===== src/rtc_pkg.sv =====
// Purpose: Shared constants for the clock support block
// Assumes: 100 MHz core clock, 32.768 kHz oscillator on a pin
// Notes: Indices, fields, control and config resets and timing counts live here; top derives UIP_START and LEAD_CNT
package rtc_pkg;
  // Host port codes
  localparam logic [1:0] PORT_STD_IDX = 2'h0;
  localparam logic [1:0] PORT_STD_DATA = 2'h1;
  localparam logic [1:0] PORT_EXT_IDX = 2'h2;
  localparam logic [1:0] PORT_EXT_DATA = 2'h3;
  // Standard RAM indices
  localparam logic [6:0] IDX_CRA = 7'h0a;
  localparam logic [6:0] IDX_CRB = 7'h0b;
  localparam logic [6:0] IDX_CRC = 7'h0c;
  localparam logic [6:0] IDX_CRD = 7'h0d;
  localparam logic [6:0] IDX_GENERAL = 7'h0e;
  // Configuration indices and reset
  localparam logic [7:0] CFG_RAM_LOCK = 8'hf0;
  localparam logic [7:0] CFG_DAY_LOC = 8'hf1;
  localparam logic [7:0] CFG_MON_LOC = 8'hf2;
  localparam logic [7:0] CFG_CENT_LOC = 8'hf3;
  localparam logic [7:0] CFG_RESET = 8'h00;
  // Field positions
  localparam int PER_BIT = 6;
  localparam int ALM_BIT = 5;
  localparam int UPD_BIT = 4;
  localparam int LOCK_STD_BIT = 0;
  localparam int LOCK_EXT_BIT = 1;
  // Control register resets and divider patterns
  localparam logic [7:0] CRB_RESET = 8'h00;
  localparam logic [2:0] DIV_RESET = 3'h0;
  localparam logic [3:0] RATE_RESET = 4'h0;
  localparam logic [2:0] DIV_STOP = 3'h0;
  localparam logic [2:0] DIV_NORMAL = 3'h2;
  localparam logic [14:0] DIV_START = 15'h4000;
  // Timing
  localparam int CLK_NS = 10;
  localparam int LOCK_MIN_MS = 62;
  localparam int LOCK_MAX_MS = 125;
  localparam int LOCK_MIN_CYC = (LOCK_MIN_MS * 1000000 + CLK_NS - 1) / CLK_NS;
  localparam int LOCK_MAX_CYC = (LOCK_MAX_MS * 1000000) / CLK_NS;
  localparam real TICK_US = 30.5;
  localparam real UIP_LEAD_US = 244.0;
  localparam real ALARM_DELAY_US = 30.5;
  localparam int UIP_LEAD_TICKS = int'(UIP_LEAD_US / TICK_US);
  localparam int ALARM_DELAY_TICKS = int'(ALARM_DELAY_US / TICK_US);
  // Lockout states
  typedef enum logic [1:0] {LK_OFF, LK_DELAY, LK_OPEN} lock_state_t;
endpackage : rtc_pkg


===== src/rtc_lock_if.sv =====
// Purpose: Supply status and lockout group
// Assumes: Inputs already synchronised
// Notes: ctrl is the lockout unit, user the main block
`timescale 1ns/1ps
interface rtc_lock_if;
  logic standby_on;
  logic standby_off;
  logic battery_detect;
  logic host_bus_reset_n;
  logic div_normal;
  logic valid_ram_time;
  logic standby_good;
  logic inputs_open;
  logic init_pulse;
  modport ctrl (
    input standby_on, standby_off, battery_detect, host_bus_reset_n, div_normal, valid_ram_time,
    output standby_good, inputs_open, init_pulse
  );
  modport user (
    output standby_on, standby_off, battery_detect, host_bus_reset_n, div_normal, valid_ram_time,
    input standby_good, inputs_open, init_pulse
  );
endinterface : rtc_lock_if


===== src/rtc_power_lockout.sv =====
// Purpose: Standby detection and host input lockout
// Assumes: Supply levels synchronised by the caller
// Notes: LOCK_CYCLES may be shortened for simulation
`timescale 1ns/1ps
module rtc_power_lockout
  import rtc_pkg::*;
#(
  parameter int unsigned LOCK_CYCLES = LOCK_MIN_CYC
)
(
  // Clock and reset
  input wire logic core_clk_i,
  input wire logic rst_i,
  // Supply and lockout group
  rtc_lock_if.ctrl lk
);
  if (LOCK_CYCLES < 1 || LOCK_CYCLES > LOCK_MAX_CYC)
  begin : g_bad_lock
    $error("LOCK_CYCLES out of range");
  end

  lock_state_t state_reg;
  lock_state_t state_next;
  logic sb_good_reg;
  logic sb_good_next;
  logic [23:0] wait_reg;
  logic [23:0] wait_next;
  logic early_w;
  logic wait_done_w;

  assign sb_good_next = sb_good_reg ? lk.standby_off : lk.standby_on;
  assign early_w = lk.div_normal | (!lk.battery_detect & !lk.host_bus_reset_n)
                   | !lk.valid_ram_time;
  assign wait_done_w = wait_reg == 24'(LOCK_CYCLES - 1);
  assign wait_next = (state_reg == LK_DELAY) ? wait_reg + 24'h1 : 24'h0;

  always_comb
  begin
    state_next = state_reg;
    case (state_reg)
      LK_OFF:
      begin
        if (sb_good_reg)
        begin
          state_next = early_w ? LK_OPEN : LK_DELAY;
        end
      end
      LK_DELAY:
      begin
        if (!sb_good_reg)
        begin
          state_next = LK_OFF;
        end
        else if (early_w || wait_done_w)
        begin
          state_next = LK_OPEN;
        end
      end
      default:
      begin
        if (!sb_good_reg)
        begin
          state_next = LK_OFF;
        end
      end
    endcase
  end

  always_ff @(posedge core_clk_i)
  begin
    if (rst_i)
    begin
      state_reg <= LK_OFF;
      sb_good_reg <= 1'b0;
      wait_reg <= 24'h0;
    end
    else
    begin
      state_reg <= state_next;
      sb_good_reg <= sb_good_next;
      wait_reg <= wait_next;
    end
  end

  assign lk.standby_good = sb_good_reg;
  assign lk.inputs_open = (state_reg == LK_OPEN) && sb_good_reg;
  assign lk.init_pulse = (state_reg == LK_OFF) && sb_good_reg && !lk.battery_detect
                         && !lk.host_bus_reset_n;
endmodule : rtc_power_lockout


===== src/rtc_irq_flags.sv =====
// Purpose: Sticky event flags merged onto one request
// Assumes: Set and clear pulses on the core clock
// Notes: A set in the clearing cycle survives
`timescale 1ns/1ps
module rtc_irq_flags
#(
  parameter int NUM = 3
)
(
  // Clock and reset
  input wire logic core_clk_i,
  input wire logic rst_i,
  // Events and enables
  input wire logic [NUM-1:0] set_i,
  input wire logic [NUM-1:0] enable_i,
  input wire logic clear_i,
  // Status
  output logic [NUM-1:0] flags_o,
  output logic irq_o
);
  if (NUM < 1)
  begin : g_bad_num
    $error("NUM must be positive");
  end

  logic [NUM-1:0] flag_reg;
  logic [NUM-1:0] pend_reg;

  for (genvar i = 0; i < NUM; i++)
  begin : g_flag
    always_ff @(posedge core_clk_i)
    begin
      if (rst_i)
      begin
        flag_reg[i] <= 1'b0;
        pend_reg[i] <= 1'b0;
      end
      else
      begin
        flag_reg[i] <= (flag_reg[i] & !clear_i) | set_i[i];
        pend_reg[i] <= (pend_reg[i] & !clear_i) | (set_i[i] & enable_i[i]);
      end
    end
  end

  assign flags_o = flag_reg;
  assign irq_o = |(pend_reg & enable_i);
endmodule : rtc_irq_flags


===== src/rtc_support_top.sv =====
// Purpose: Clock support logic: lockout, events, RAM ports
// Assumes: Timekeeping counters outside; they report alarm match
// Notes: Supply detector levels and oscillator are asynchronous pins
`timescale 1ns/1ps
// Notes on behaviour
// - Host inputs ignored while standby is below its on or off threshold.
// - After battery to standby switch, lockout lasts 62 to 125 ms.
// - Divider control at normal pattern releases lockout at once.
// - Low battery with host reset low releases at once, clears 00h-09h and resets registers A and B.
// - Valid RAM and time bit clear releases lockout at once.
// - Oscillator runs with standby good or battery above minimum.
// - Divider control all zeros plus no standby stops the oscillator.
// - Stopped oscillator means no updates, periodic or alarm events.
// - One request output shared by periodic, alarm and update-ended events.
// - A source requests only if its enable was set before the event.
// - Reading control register C clears all flags; reset clears them too.
// - A repeated event while pending leaves one pending flag.
// - Update-in-progress rises 244 us before each update.
// - Alarm flag set 30.5 us after the matching update ends.
// - Periodic event precedes update by half period plus the lead time.
// - First 14 bytes are registers; remaining bytes are general storage.
// - Index port at base selects; data port at base plus one transfers.
// - Second index and data pair reaches 128 extended bytes.
// - Configuration access refused on battery alone.
// - Write-one-to-set bits change only where a one is written.
// - Lock at F0h, location registers F1h-F3h, all reset to 00h.
// - Control register B bits 6, 5, 4 enable periodic, alarm, update.
// - Control register C bit 5 is alarm, bit 4 update-ended.
module rtc_support_top
  import rtc_pkg::*;
#(
  parameter int unsigned LOCK_CYCLES = LOCK_MIN_CYC
)
(
  // Clock and reset
  input wire logic core_clk_i,
  input wire logic rst_i,
  // Supply detectors and host reset pin
  input wire logic standby_on_i,
  input wire logic standby_off_i,
  input wire logic battery_min_i,
  input wire logic battery_detect_i,
  input wire logic main_power_i,
  input wire logic host_bus_reset_n_i,
  // Oscillator
  input wire logic osc_32k_i,
  output logic osc_enable_o,
  // Host index and data ports
  input wire logic io_wr_i,
  input wire logic io_rd_i,
  input wire logic [1:0] io_port_i,
  input wire logic [7:0] io_wdata_i,
  output logic [7:0] io_rdata_o,
  // Configuration access
  input wire logic cfg_wr_i,
  input wire logic cfg_rd_i,
  input wire logic [7:0] cfg_index_i,
  input wire logic [7:0] cfg_wdata_i,
  output logic [7:0] cfg_rdata_o,
  // Timekeeping side
  input wire logic alarm_match_i,
  output logic update_strobe_o,
  output logic [7:0] day_alarm_location_o,
  output logic [7:0] month_alarm_location_o,
  output logic [7:0] century_location_o,
  // Interrupt request
  output logic irq_o
);
  localparam logic [14:0] UIP_START = 15'(16'h8000 - 16'(UIP_LEAD_TICKS));
  localparam logic [14:0] LEAD_CNT = 15'(UIP_LEAD_TICKS);

  if (ALARM_DELAY_TICKS != 1)
  begin : g_bad_alarm
    $error("Alarm delay must be one tick");
  end

  // Pin synchronisers
  logic [6:0] pin_w;
  logic [6:0] pin_meta_reg;
  logic [6:0] pin_sync_reg;
  logic osc_prev_reg;

  assign pin_w = {osc_32k_i, host_bus_reset_n_i, main_power_i, battery_detect_i,
                  battery_min_i, standby_off_i, standby_on_i};

  always_ff @(posedge core_clk_i)
  begin
    if (rst_i)
    begin
      pin_meta_reg <= 7'h00;
      pin_sync_reg <= 7'h00;
      osc_prev_reg <= 1'b0;
    end
    else
    begin
      pin_meta_reg <= pin_w;
      pin_sync_reg <= pin_meta_reg;
      osc_prev_reg <= pin_sync_reg[6];
    end
  end

  // State
  logic [6:0] std_idx_reg;
  logic [6:0] ext_idx_reg;
  logic [7:0] std_ram [0:127];
  logic [7:0] ext_ram [0:127];
  logic [2:0] cra_div_reg;
  logic [3:0] cra_rate_reg;
  logic [7:0] crb_reg;
  logic vrt_reg;
  logic [7:0] ram_lock_reg;
  logic [7:0] day_loc_reg;
  logic [7:0] mon_loc_reg;
  logic [7:0] cent_loc_reg;
  logic [14:0] cnt_reg;
  logic [14:0] cnt_next;
  logic alarm_wait_reg;
  logic alarm_wait_next;
  logic [7:0] io_rdata_reg;
  logic [7:0] cfg_rdata_reg;
  logic osc_en_reg;
  logic update_reg;

  // Lockout unit
  rtc_lock_if lk ();

  assign lk.standby_on = pin_sync_reg[0];
  assign lk.standby_off = pin_sync_reg[1];
  assign lk.battery_detect = pin_sync_reg[3];
  assign lk.host_bus_reset_n = pin_sync_reg[5];
  assign lk.div_normal = cra_div_reg == DIV_NORMAL;
  assign lk.valid_ram_time = vrt_reg;

  rtc_power_lockout #(
    .LOCK_CYCLES(LOCK_CYCLES)
  ) u_lockout (
    .core_clk_i(core_clk_i),
    .rst_i(rst_i),
    .lk(lk.ctrl)
  );

  // Host decode
  logic hw;
  logic hr;
  logic sel_std_idx;
  logic sel_std_data;
  logic sel_ext_idx;
  logic sel_ext_data;
  logic is_cra;
  logic is_crb;
  logic is_crc;
  logic is_crd;
  logic is_reg;
  logic std_locked;
  logic ext_locked;
  logic std_ram_we;
  logic ext_ram_we;
  logic crc_clear;

  assign hw = io_wr_i & lk.inputs_open;
  assign hr = io_rd_i & lk.inputs_open;
  assign sel_std_idx = io_port_i == PORT_STD_IDX;
  assign sel_std_data = io_port_i == PORT_STD_DATA;
  assign sel_ext_idx = io_port_i == PORT_EXT_IDX;
  assign sel_ext_data = io_port_i == PORT_EXT_DATA;
  assign is_cra = std_idx_reg == IDX_CRA;
  assign is_crb = std_idx_reg == IDX_CRB;
  assign is_crc = std_idx_reg == IDX_CRC;
  assign is_crd = std_idx_reg == IDX_CRD;
  assign is_reg = is_cra | is_crb | is_crc | is_crd;
  assign std_locked = ram_lock_reg[LOCK_STD_BIT] && std_idx_reg >= IDX_GENERAL;
  assign ext_locked = ram_lock_reg[LOCK_EXT_BIT];
  assign std_ram_we = hw & sel_std_data & !is_reg & !std_locked;
  assign ext_ram_we = hw & sel_ext_data & !ext_locked;
  assign crc_clear = hr & sel_std_data & is_crc;

  // Event timing
  logic tick;
  logic osc_run;
  logic run_tick;
  logic update_start;
  logic uip;
  logic [3:0] per_shift;
  logic [14:0] per_mask;
  logic [14:0] per_half;
  logic per_hit;
  logic alarm_fire;
  logic [2:0] ev_set;
  logic [2:0] ev_en;
  logic [2:0] flags;
  logic irq_w;

  assign tick = pin_sync_reg[6] & !osc_prev_reg;
  assign osc_run = lk.standby_good | (pin_sync_reg[2] & (cra_div_reg != DIV_STOP));
  assign run_tick = tick & osc_run & (cra_div_reg == DIV_NORMAL);
  assign update_start = run_tick & (cnt_reg == 15'h7fff);
  assign uip = (cnt_reg >= UIP_START) & (cra_div_reg == DIV_NORMAL) & osc_run;
  assign per_shift = (cra_rate_reg < 4'h3) ? cra_rate_reg + 4'h6 : cra_rate_reg - 4'h1;
  assign per_mask = (15'h1 << per_shift) - 15'h1;
  assign per_half = 15'h1 << (per_shift - 4'h1);
  assign per_hit = run_tick & (cra_rate_reg != 4'h0)
                   & ((15'(cnt_reg + per_half + LEAD_CNT) & per_mask) == 15'h0);
  assign alarm_fire = alarm_wait_reg & run_tick;
  assign alarm_wait_next = (alarm_wait_reg & !run_tick) | (update_start & alarm_match_i);
  assign cnt_next = (cra_div_reg != DIV_NORMAL) ? DIV_START
                    : (run_tick ? cnt_reg + 15'h1 : cnt_reg);
  assign ev_set = {per_hit, alarm_fire, update_start};
  assign ev_en = {crb_reg[PER_BIT], crb_reg[ALM_BIT], crb_reg[UPD_BIT]};

  rtc_irq_flags #(
    .NUM(3)
  ) u_flags (
    .core_clk_i(core_clk_i),
    .rst_i(rst_i),
    .set_i(ev_set),
    .enable_i(ev_en),
    .clear_i(crc_clear),
    .flags_o(flags),
    .irq_o(irq_w)
  );

  // Read values
  logic [7:0] cra_val;
  logic [7:0] crc_val;
  logic [7:0] std_rd;
  logic [7:0] io_rd;
  logic cfg_ok;
  logic [7:0] cfg_rd;

  assign cra_val = {uip, cra_div_reg, cra_rate_reg};
  assign crc_val = {irq_w, flags, 4'h0};
  assign std_rd = is_cra ? cra_val : is_crb ? crb_reg : is_crc ? crc_val
                  : is_crd ? {vrt_reg, 7'h00} : std_locked ? 8'h00 : std_ram[std_idx_reg];
  assign io_rd = sel_std_idx ? {1'b0, std_idx_reg} : sel_std_data ? std_rd
                 : sel_ext_idx ? {1'b0, ext_idx_reg}
                 : (ext_locked ? 8'h00 : ext_ram[ext_idx_reg]);
  assign cfg_ok = lk.standby_good | pin_sync_reg[4];
  assign cfg_rd = (cfg_index_i == CFG_RAM_LOCK) ? ram_lock_reg
                  : (cfg_index_i == CFG_DAY_LOC) ? day_loc_reg
                  : (cfg_index_i == CFG_MON_LOC) ? mon_loc_reg
                  : (cfg_index_i == CFG_CENT_LOC) ? cent_loc_reg : 8'h00;

  // RAM arrays, battery backed and not reset
  always_ff @(posedge core_clk_i)
  begin
    if (lk.init_pulse)
    begin
      for (int i = 0; i < int'(IDX_CRA); i++)
      begin
        std_ram[i] <= 8'h00;
      end
    end
    else if (std_ram_we)
    begin
      std_ram[std_idx_reg] <= io_wdata_i;
    end
    if (ext_ram_we)
    begin
      ext_ram[ext_idx_reg] <= io_wdata_i;
    end
  end

  // Index and control registers
  always_ff @(posedge core_clk_i)
  begin
    if (rst_i || lk.init_pulse)
    begin
      cra_div_reg <= DIV_RESET;
      cra_rate_reg <= RATE_RESET;
      crb_reg <= CRB_RESET;
    end
    else if (hw && sel_std_data && is_cra)
    begin
      {cra_div_reg, cra_rate_reg} <= io_wdata_i[6:0];
    end
    else if (hw && sel_std_data && is_crb)
    begin
      crb_reg <= io_wdata_i;
    end
  end

  always_ff @(posedge core_clk_i)
  begin
    if (rst_i)
    begin
      std_idx_reg <= 7'h00;
      ext_idx_reg <= 7'h00;
      vrt_reg <= 1'b0;
      cnt_reg <= DIV_START;
      alarm_wait_reg <= 1'b0;
      osc_en_reg <= 1'b0;
      update_reg <= 1'b0;
    end
    else
    begin
      std_idx_reg <= (hw && sel_std_idx) ? io_wdata_i[6:0] : std_idx_reg;
      ext_idx_reg <= (hw && sel_ext_idx) ? io_wdata_i[6:0] : ext_idx_reg;
      vrt_reg <= pin_sync_reg[3] & (vrt_reg | (hr & sel_std_data & is_crd));
      cnt_reg <= cnt_next;
      alarm_wait_reg <= alarm_wait_next;
      osc_en_reg <= osc_run;
      update_reg <= update_start;
    end
  end

  // Configuration registers and read data
  always_ff @(posedge core_clk_i)
  begin
    if (rst_i)
    begin
      ram_lock_reg <= CFG_RESET;
      day_loc_reg <= CFG_RESET;
      mon_loc_reg <= CFG_RESET;
      cent_loc_reg <= CFG_RESET;
      io_rdata_reg <= 8'h00;
      cfg_rdata_reg <= 8'h00;
    end
    else
    begin
      if (cfg_wr_i && cfg_ok)
      begin
        if (cfg_index_i == CFG_RAM_LOCK)
        begin
          ram_lock_reg <= ram_lock_reg | cfg_wdata_i;
        end
        else if (cfg_index_i == CFG_DAY_LOC)
        begin
          day_loc_reg <= cfg_wdata_i;
        end
        else if (cfg_index_i == CFG_MON_LOC)
        begin
          mon_loc_reg <= cfg_wdata_i;
        end
        else if (cfg_index_i == CFG_CENT_LOC)
        begin
          cent_loc_reg <= cfg_wdata_i;
        end
      end
      if (cfg_rd_i)
      begin
        cfg_rdata_reg <= cfg_ok ? cfg_rd : 8'h00;
      end
      if (io_rd_i)
      begin
        io_rdata_reg <= hr ? io_rd : 8'h00;
      end
    end
  end

  assign io_rdata_o = io_rdata_reg;
  assign cfg_rdata_o = cfg_rdata_reg;
  assign osc_enable_o = osc_en_reg;
  assign update_strobe_o = update_reg;
  assign day_alarm_location_o = day_loc_reg;
  assign month_alarm_location_o = mon_loc_reg;
  assign century_location_o = cent_loc_reg;
  assign irq_o = irq_w;
endmodule : rtc_support_top


===== config.mk =====
export PLATFORM = sky130hd
export DESIGN_NAME = rtc_support_top
export DESIGN_NICKNAME = d
export VERILOG_FILES = /design/src/rtc_pkg.sv /design/src/rtc_lock_if.sv /design/src/rtc_power_lockout.sv /design/src/rtc_irq_flags.sv /design/src/rtc_support_top.sv
export SDC_FILE = /design/constraint.sdc
export NUM_CORES = 2
export LEC_CHECK = 0
export BUFFER_PORTS_ARGS = -buffer_cell sky130_fd_sc_hd__buf_2
export CAP_MARGIN = 0
export CORE_AREA = 5 5 486 488
export CTS_BUF_LIST = sky130_fd_sc_hd__clkbuf_16
export DETAILED_ROUTE_END_ITERATION = 12
export DIE_AREA = 0 0 491 493
export PLACE_DENSITY_LB_ADDON = 0.05
export SLEW_MARGIN = 0
export SYNTH_ARGS = -nofsm -noshare
export SYNTH_HDL_FRONTEND = slang
export SYNTH_SLANG_ARGS = --single-unit

===== constraint.sdc =====
create_clock -name core_clk_i -period 4.4 [get_ports core_clk_i]
set_input_delay 0.22 -clock core_clk_i [delete_from_list [all_inputs] [get_ports core_clk_i]]
set_output_delay 0.22 -clock core_clk_i [all_outputs]
set_load 0.03 [all_outputs]

==> results by group <==
Status
  – Status: completed

Clock network
  – CTS Buf Count: 233
  – Clock Tree Root: clkbuf_16
  – Clock buffer depth: 3
  – Number of H-tree levels: 4
  – CTS tree: done
  – Sink Count: 2206
  – Clk_lat worst skew: 860 ps
  – Reg clk slew, reported paths: 60 ps

Routing
  – WL final: 246000 um
  – DRC violations left: 0
  – Vias: 45.9k
  – Post-route antenna net violation count: 0
  – DR vias/cell: 5.48
  – Pre-antenna DRT Iters: 5
  – Routed len/inst: 29.3 um
  – DR iter-0 viols: 3906

Min path
  – Hold Path Stages: 5
  – Hold Path Sink: month_alarm_location_o[7]$_SDFFE_PP0P_
  – Hold Path Class: primary input to flip-flop
  – Hold_sp: cfg_wr_i

Critical path
  – Slowest stage delay, CP: 600 ps
  – Crit-path most repeated cell: a221oi_1
  – Worst reg-to-reg path cell count: 10
  – R2R Setup Slk: 140 ps
  – CP startpoint kind: flip-flop
  – Critical R2R Capture: io_rdata_o[1]$_SDFFE_PP0P_
  – Endpoint type of the worst setup path: flip-flop
  – Slowest stage cell, crit path: mux4_2
  – Worst EP required: 5140 ps
  – Worst-path cell chain: buf_12 > buf_4 > mux4_2 > a22o_1 > a221oi_1 > o22ai_1 > o2111ai_1 > o2111a_1 > a221oi_1 > dlygate4sd3_1
  – Crit path arrival time: 5000 ps
  – WS Path Type: flip-flop to flip-flop
  – Delay-heaviest family, CP: compound AO/OA/AOI/OAI gates
  – CP Buf/Inv Count: 3
  – Max FO, Critical Path: 35

Placed design
  – Setup WS pre-CTS: -21.7 ps
  – Cell Area, Placed: 94100 um^2
  – Placed Cells: 7901
  – Post-DP HPWL: 158000 um
  – I/O Buffers: 82
  – RD Place Congestion: 0.823

Final layout
  – Non-filler cells, final: 8389
  – Final core occ: 44.1%
  – Leading cell type in the layout, fill and taps excluded: edfxtp_1
  – Commonest non-fill, non-tap cells in the layout: 2048 x edfxtp_1, 526 x mux4_2, 421 x nor2_1, 380 x buf_4, 234 x clkbuf_16
  – Synthesis-to-finish area growth: 16.7%
  – Nets: 5214
  – Share of cells above drive strength 1: 26.0%
  – Final instance area: 102000 um^2

Logic synthesis
  – YS warnings: 0
  – Syn_area_per_cell: 19.1 um^2
  – Synth cell types: 82
  – Prevailing post-synth register cell: edfxtp_1
  – Syn Inst Count: 4591
  – Yosys reg bits: 2206
  – Number of synthesized flops with an enable pin: 2048
  – Register area share after synthesis: 73.9%
  – Post-Syn Area: 87500 um^2
  – Async SR Flop Fraction: 0%

STA
  – Slew @ Worst Pin: 1110 ps
  – Peak Freq: 235 MHz
  – Relative slew slack: 25.9%
  – Final period util: 96.7%
  – Final setup fails: 0
  – Crit path time final: 4260 ps
  – Worst Skew: 52.8 ps
  – Slew Limit Fails: 0
  – Final WS setup: 143 ps
  – Hold Vio Cnt, Final: 0

Global routing
  – Vias in the first global route: 46.6k
  – All-Layer GR Usage: 20.1%
  – Initial antenna violation count: 8
  – Grt ovf: 0
  – Global-route wire length before repair: 353000 um
  – Largest net degree at the start of global routing: 137

Power
  – Pwr/cell area: 417 nW/um^2
  – Peak supply drop: 379 uV
  – P_leak: 32.4 nW

Die
  – Core area: 231000 um^2
  – Die footprint: 242000 um^2
  – Die width: 491 um
  – Row cnt: 177
  – Num ports: 83
  – Die Span Y: 493 um
  – Initial Utilization: 37.8%

Run
  – Max_cap viols: 0
[power breakdown]
part           leakage (nW)  switching [mW]  internal (mW)
logic                  8.73           0.455          0.103
clock network          3.87            8.36           10.8
registers              19.8          0.0110           22.9
[per-layer routing]
metal  wire [um]  global-route usage (%)  part of all wire (%)  vias up
li1            -                       -                     -    19800
met2      110000                    30.2                    45     1197
met4        5060                    4.38                   2.1        0
met3       13800                    3.77                   5.6      303
met1      117000                    30.5                    48    24600
met5           0                       0                     0        -
[worst register-to-register path: cells and delay by family, from the launching register on]
kind,cells,cell delay [ps]
buffers and inverters,3,1350
muxes,1,600
DFF,1,410
AOI/OAI and AO/OA,6,1780
[area by class of cell]
cell class | count | area [um^2]
Fill cell | 20100 | 129000
Sequential cell | 2206 | 64700
Multi-Input combinational cell | 2140 | 21700
Clock buffer | 234 | 5860
Timing Repair Buffer | 531 | 4340
Tap cell | 3043 | 3810
Clock inverter | 207 | 1650
Inverter | 25 | 93.8
Antenna cell | 3 | 7.51
[cells in the mapped netlist, drive strengths merged (19+ instances only)]
cell type / count / share of area [%]
mux2i: 89 / 1.0
mux4: 526 / 14
buf: 112 / 0.87
a21oi: 111 / 0.64
clkbuf: 139 / 0.60
a22oi: 126 / 1.1
nor2: 425 / 1.8
nand2: 126 / 0.54
nor3: 26 / 0.19
xor2: 28 / 0.28
o21ai: 60 / 0.34
and2: 91 / 0.65
nand3: 69 / 0.39
nand4: 19 / 0.14
ha: 36 / 0.51
nand2b: 28 / 0.20
a221oi: 32 / 0.33
nor2b: 52 / 0.37
o22ai: 19 / 0.14
dfxtp: 158 / 3.6
a22o: 50 / 0.50
xnor2: 19 / 0.19
inv: 24 / 0.10
edfxtp: 2048 / 70
[kinds of logic after synthesis]
logic type	share of synthesized area (%)
DFF	73.9
adders and majority gates	0.549
and+or+nand+nor	4.88
other	0.00429
muxes	14.6
xor gates and xnor gates	0.471
AOI/OAI and AO/OA	4.01
buffers and inverters	1.57
[how the worst max path moves through the flow]
stage | startpoint | end | slack [ps] | depth (start not counted)
2_1_floorplan | cra_rate_reg[0]$_SDFFE_PP0P_ | u_flags.flags_o[2]$_SDFF_PP0_ | 210 | 18
3_3_place_gp | cra_rate_reg[1]$_SDFFE_PP0P_ | u_flags.pend_reg[2]$_SDFF_PP0_ | -50 | 17
3_5_place_dp | cra_rate_reg[1]$_SDFFE_PP0P_ | u_flags.pend_reg[2]$_SDFF_PP0_ | -20 | 17
4_1_cts | cra_rate_reg[1]$_SDFFE_PP0P_ | u_flags.pend_reg[2]$_SDFF_PP0_ | 20 | 17
5_1_grt | cra_rate_reg[1]$_SDFFE_PP0P_ | u_flags.pend_reg[2]$_SDFF_PP0_ | -2 | 18
6_report | flip-flop | io_rdata_o[1]$_SDFFE_PP0P_ | 140 | 10
[through the flow]
stage | TNS, ps | power [mW] | hold slack [ps]
after floorplan | 0 | 23.5 | 319
after global placement | -68.8 | 23.9 | 414
after detailed placement | -26.5 | 23.9 | 425
after CTS | 0 | 43.2 | 6.57
after global routing | -1.92 | 44.1 | 52.7
final | 0 | 42.6 | 78.3
[timing repair]
item,CTS,global route
hold endpoints to repair,593,0
gates cloned,0,0
hold buffers,40,0
pin swaps,0,6
setup endpoints to repair,2,3
gates resized for setup,2,15
setup buffers,0,4
(Power assumes the default switching activity.)
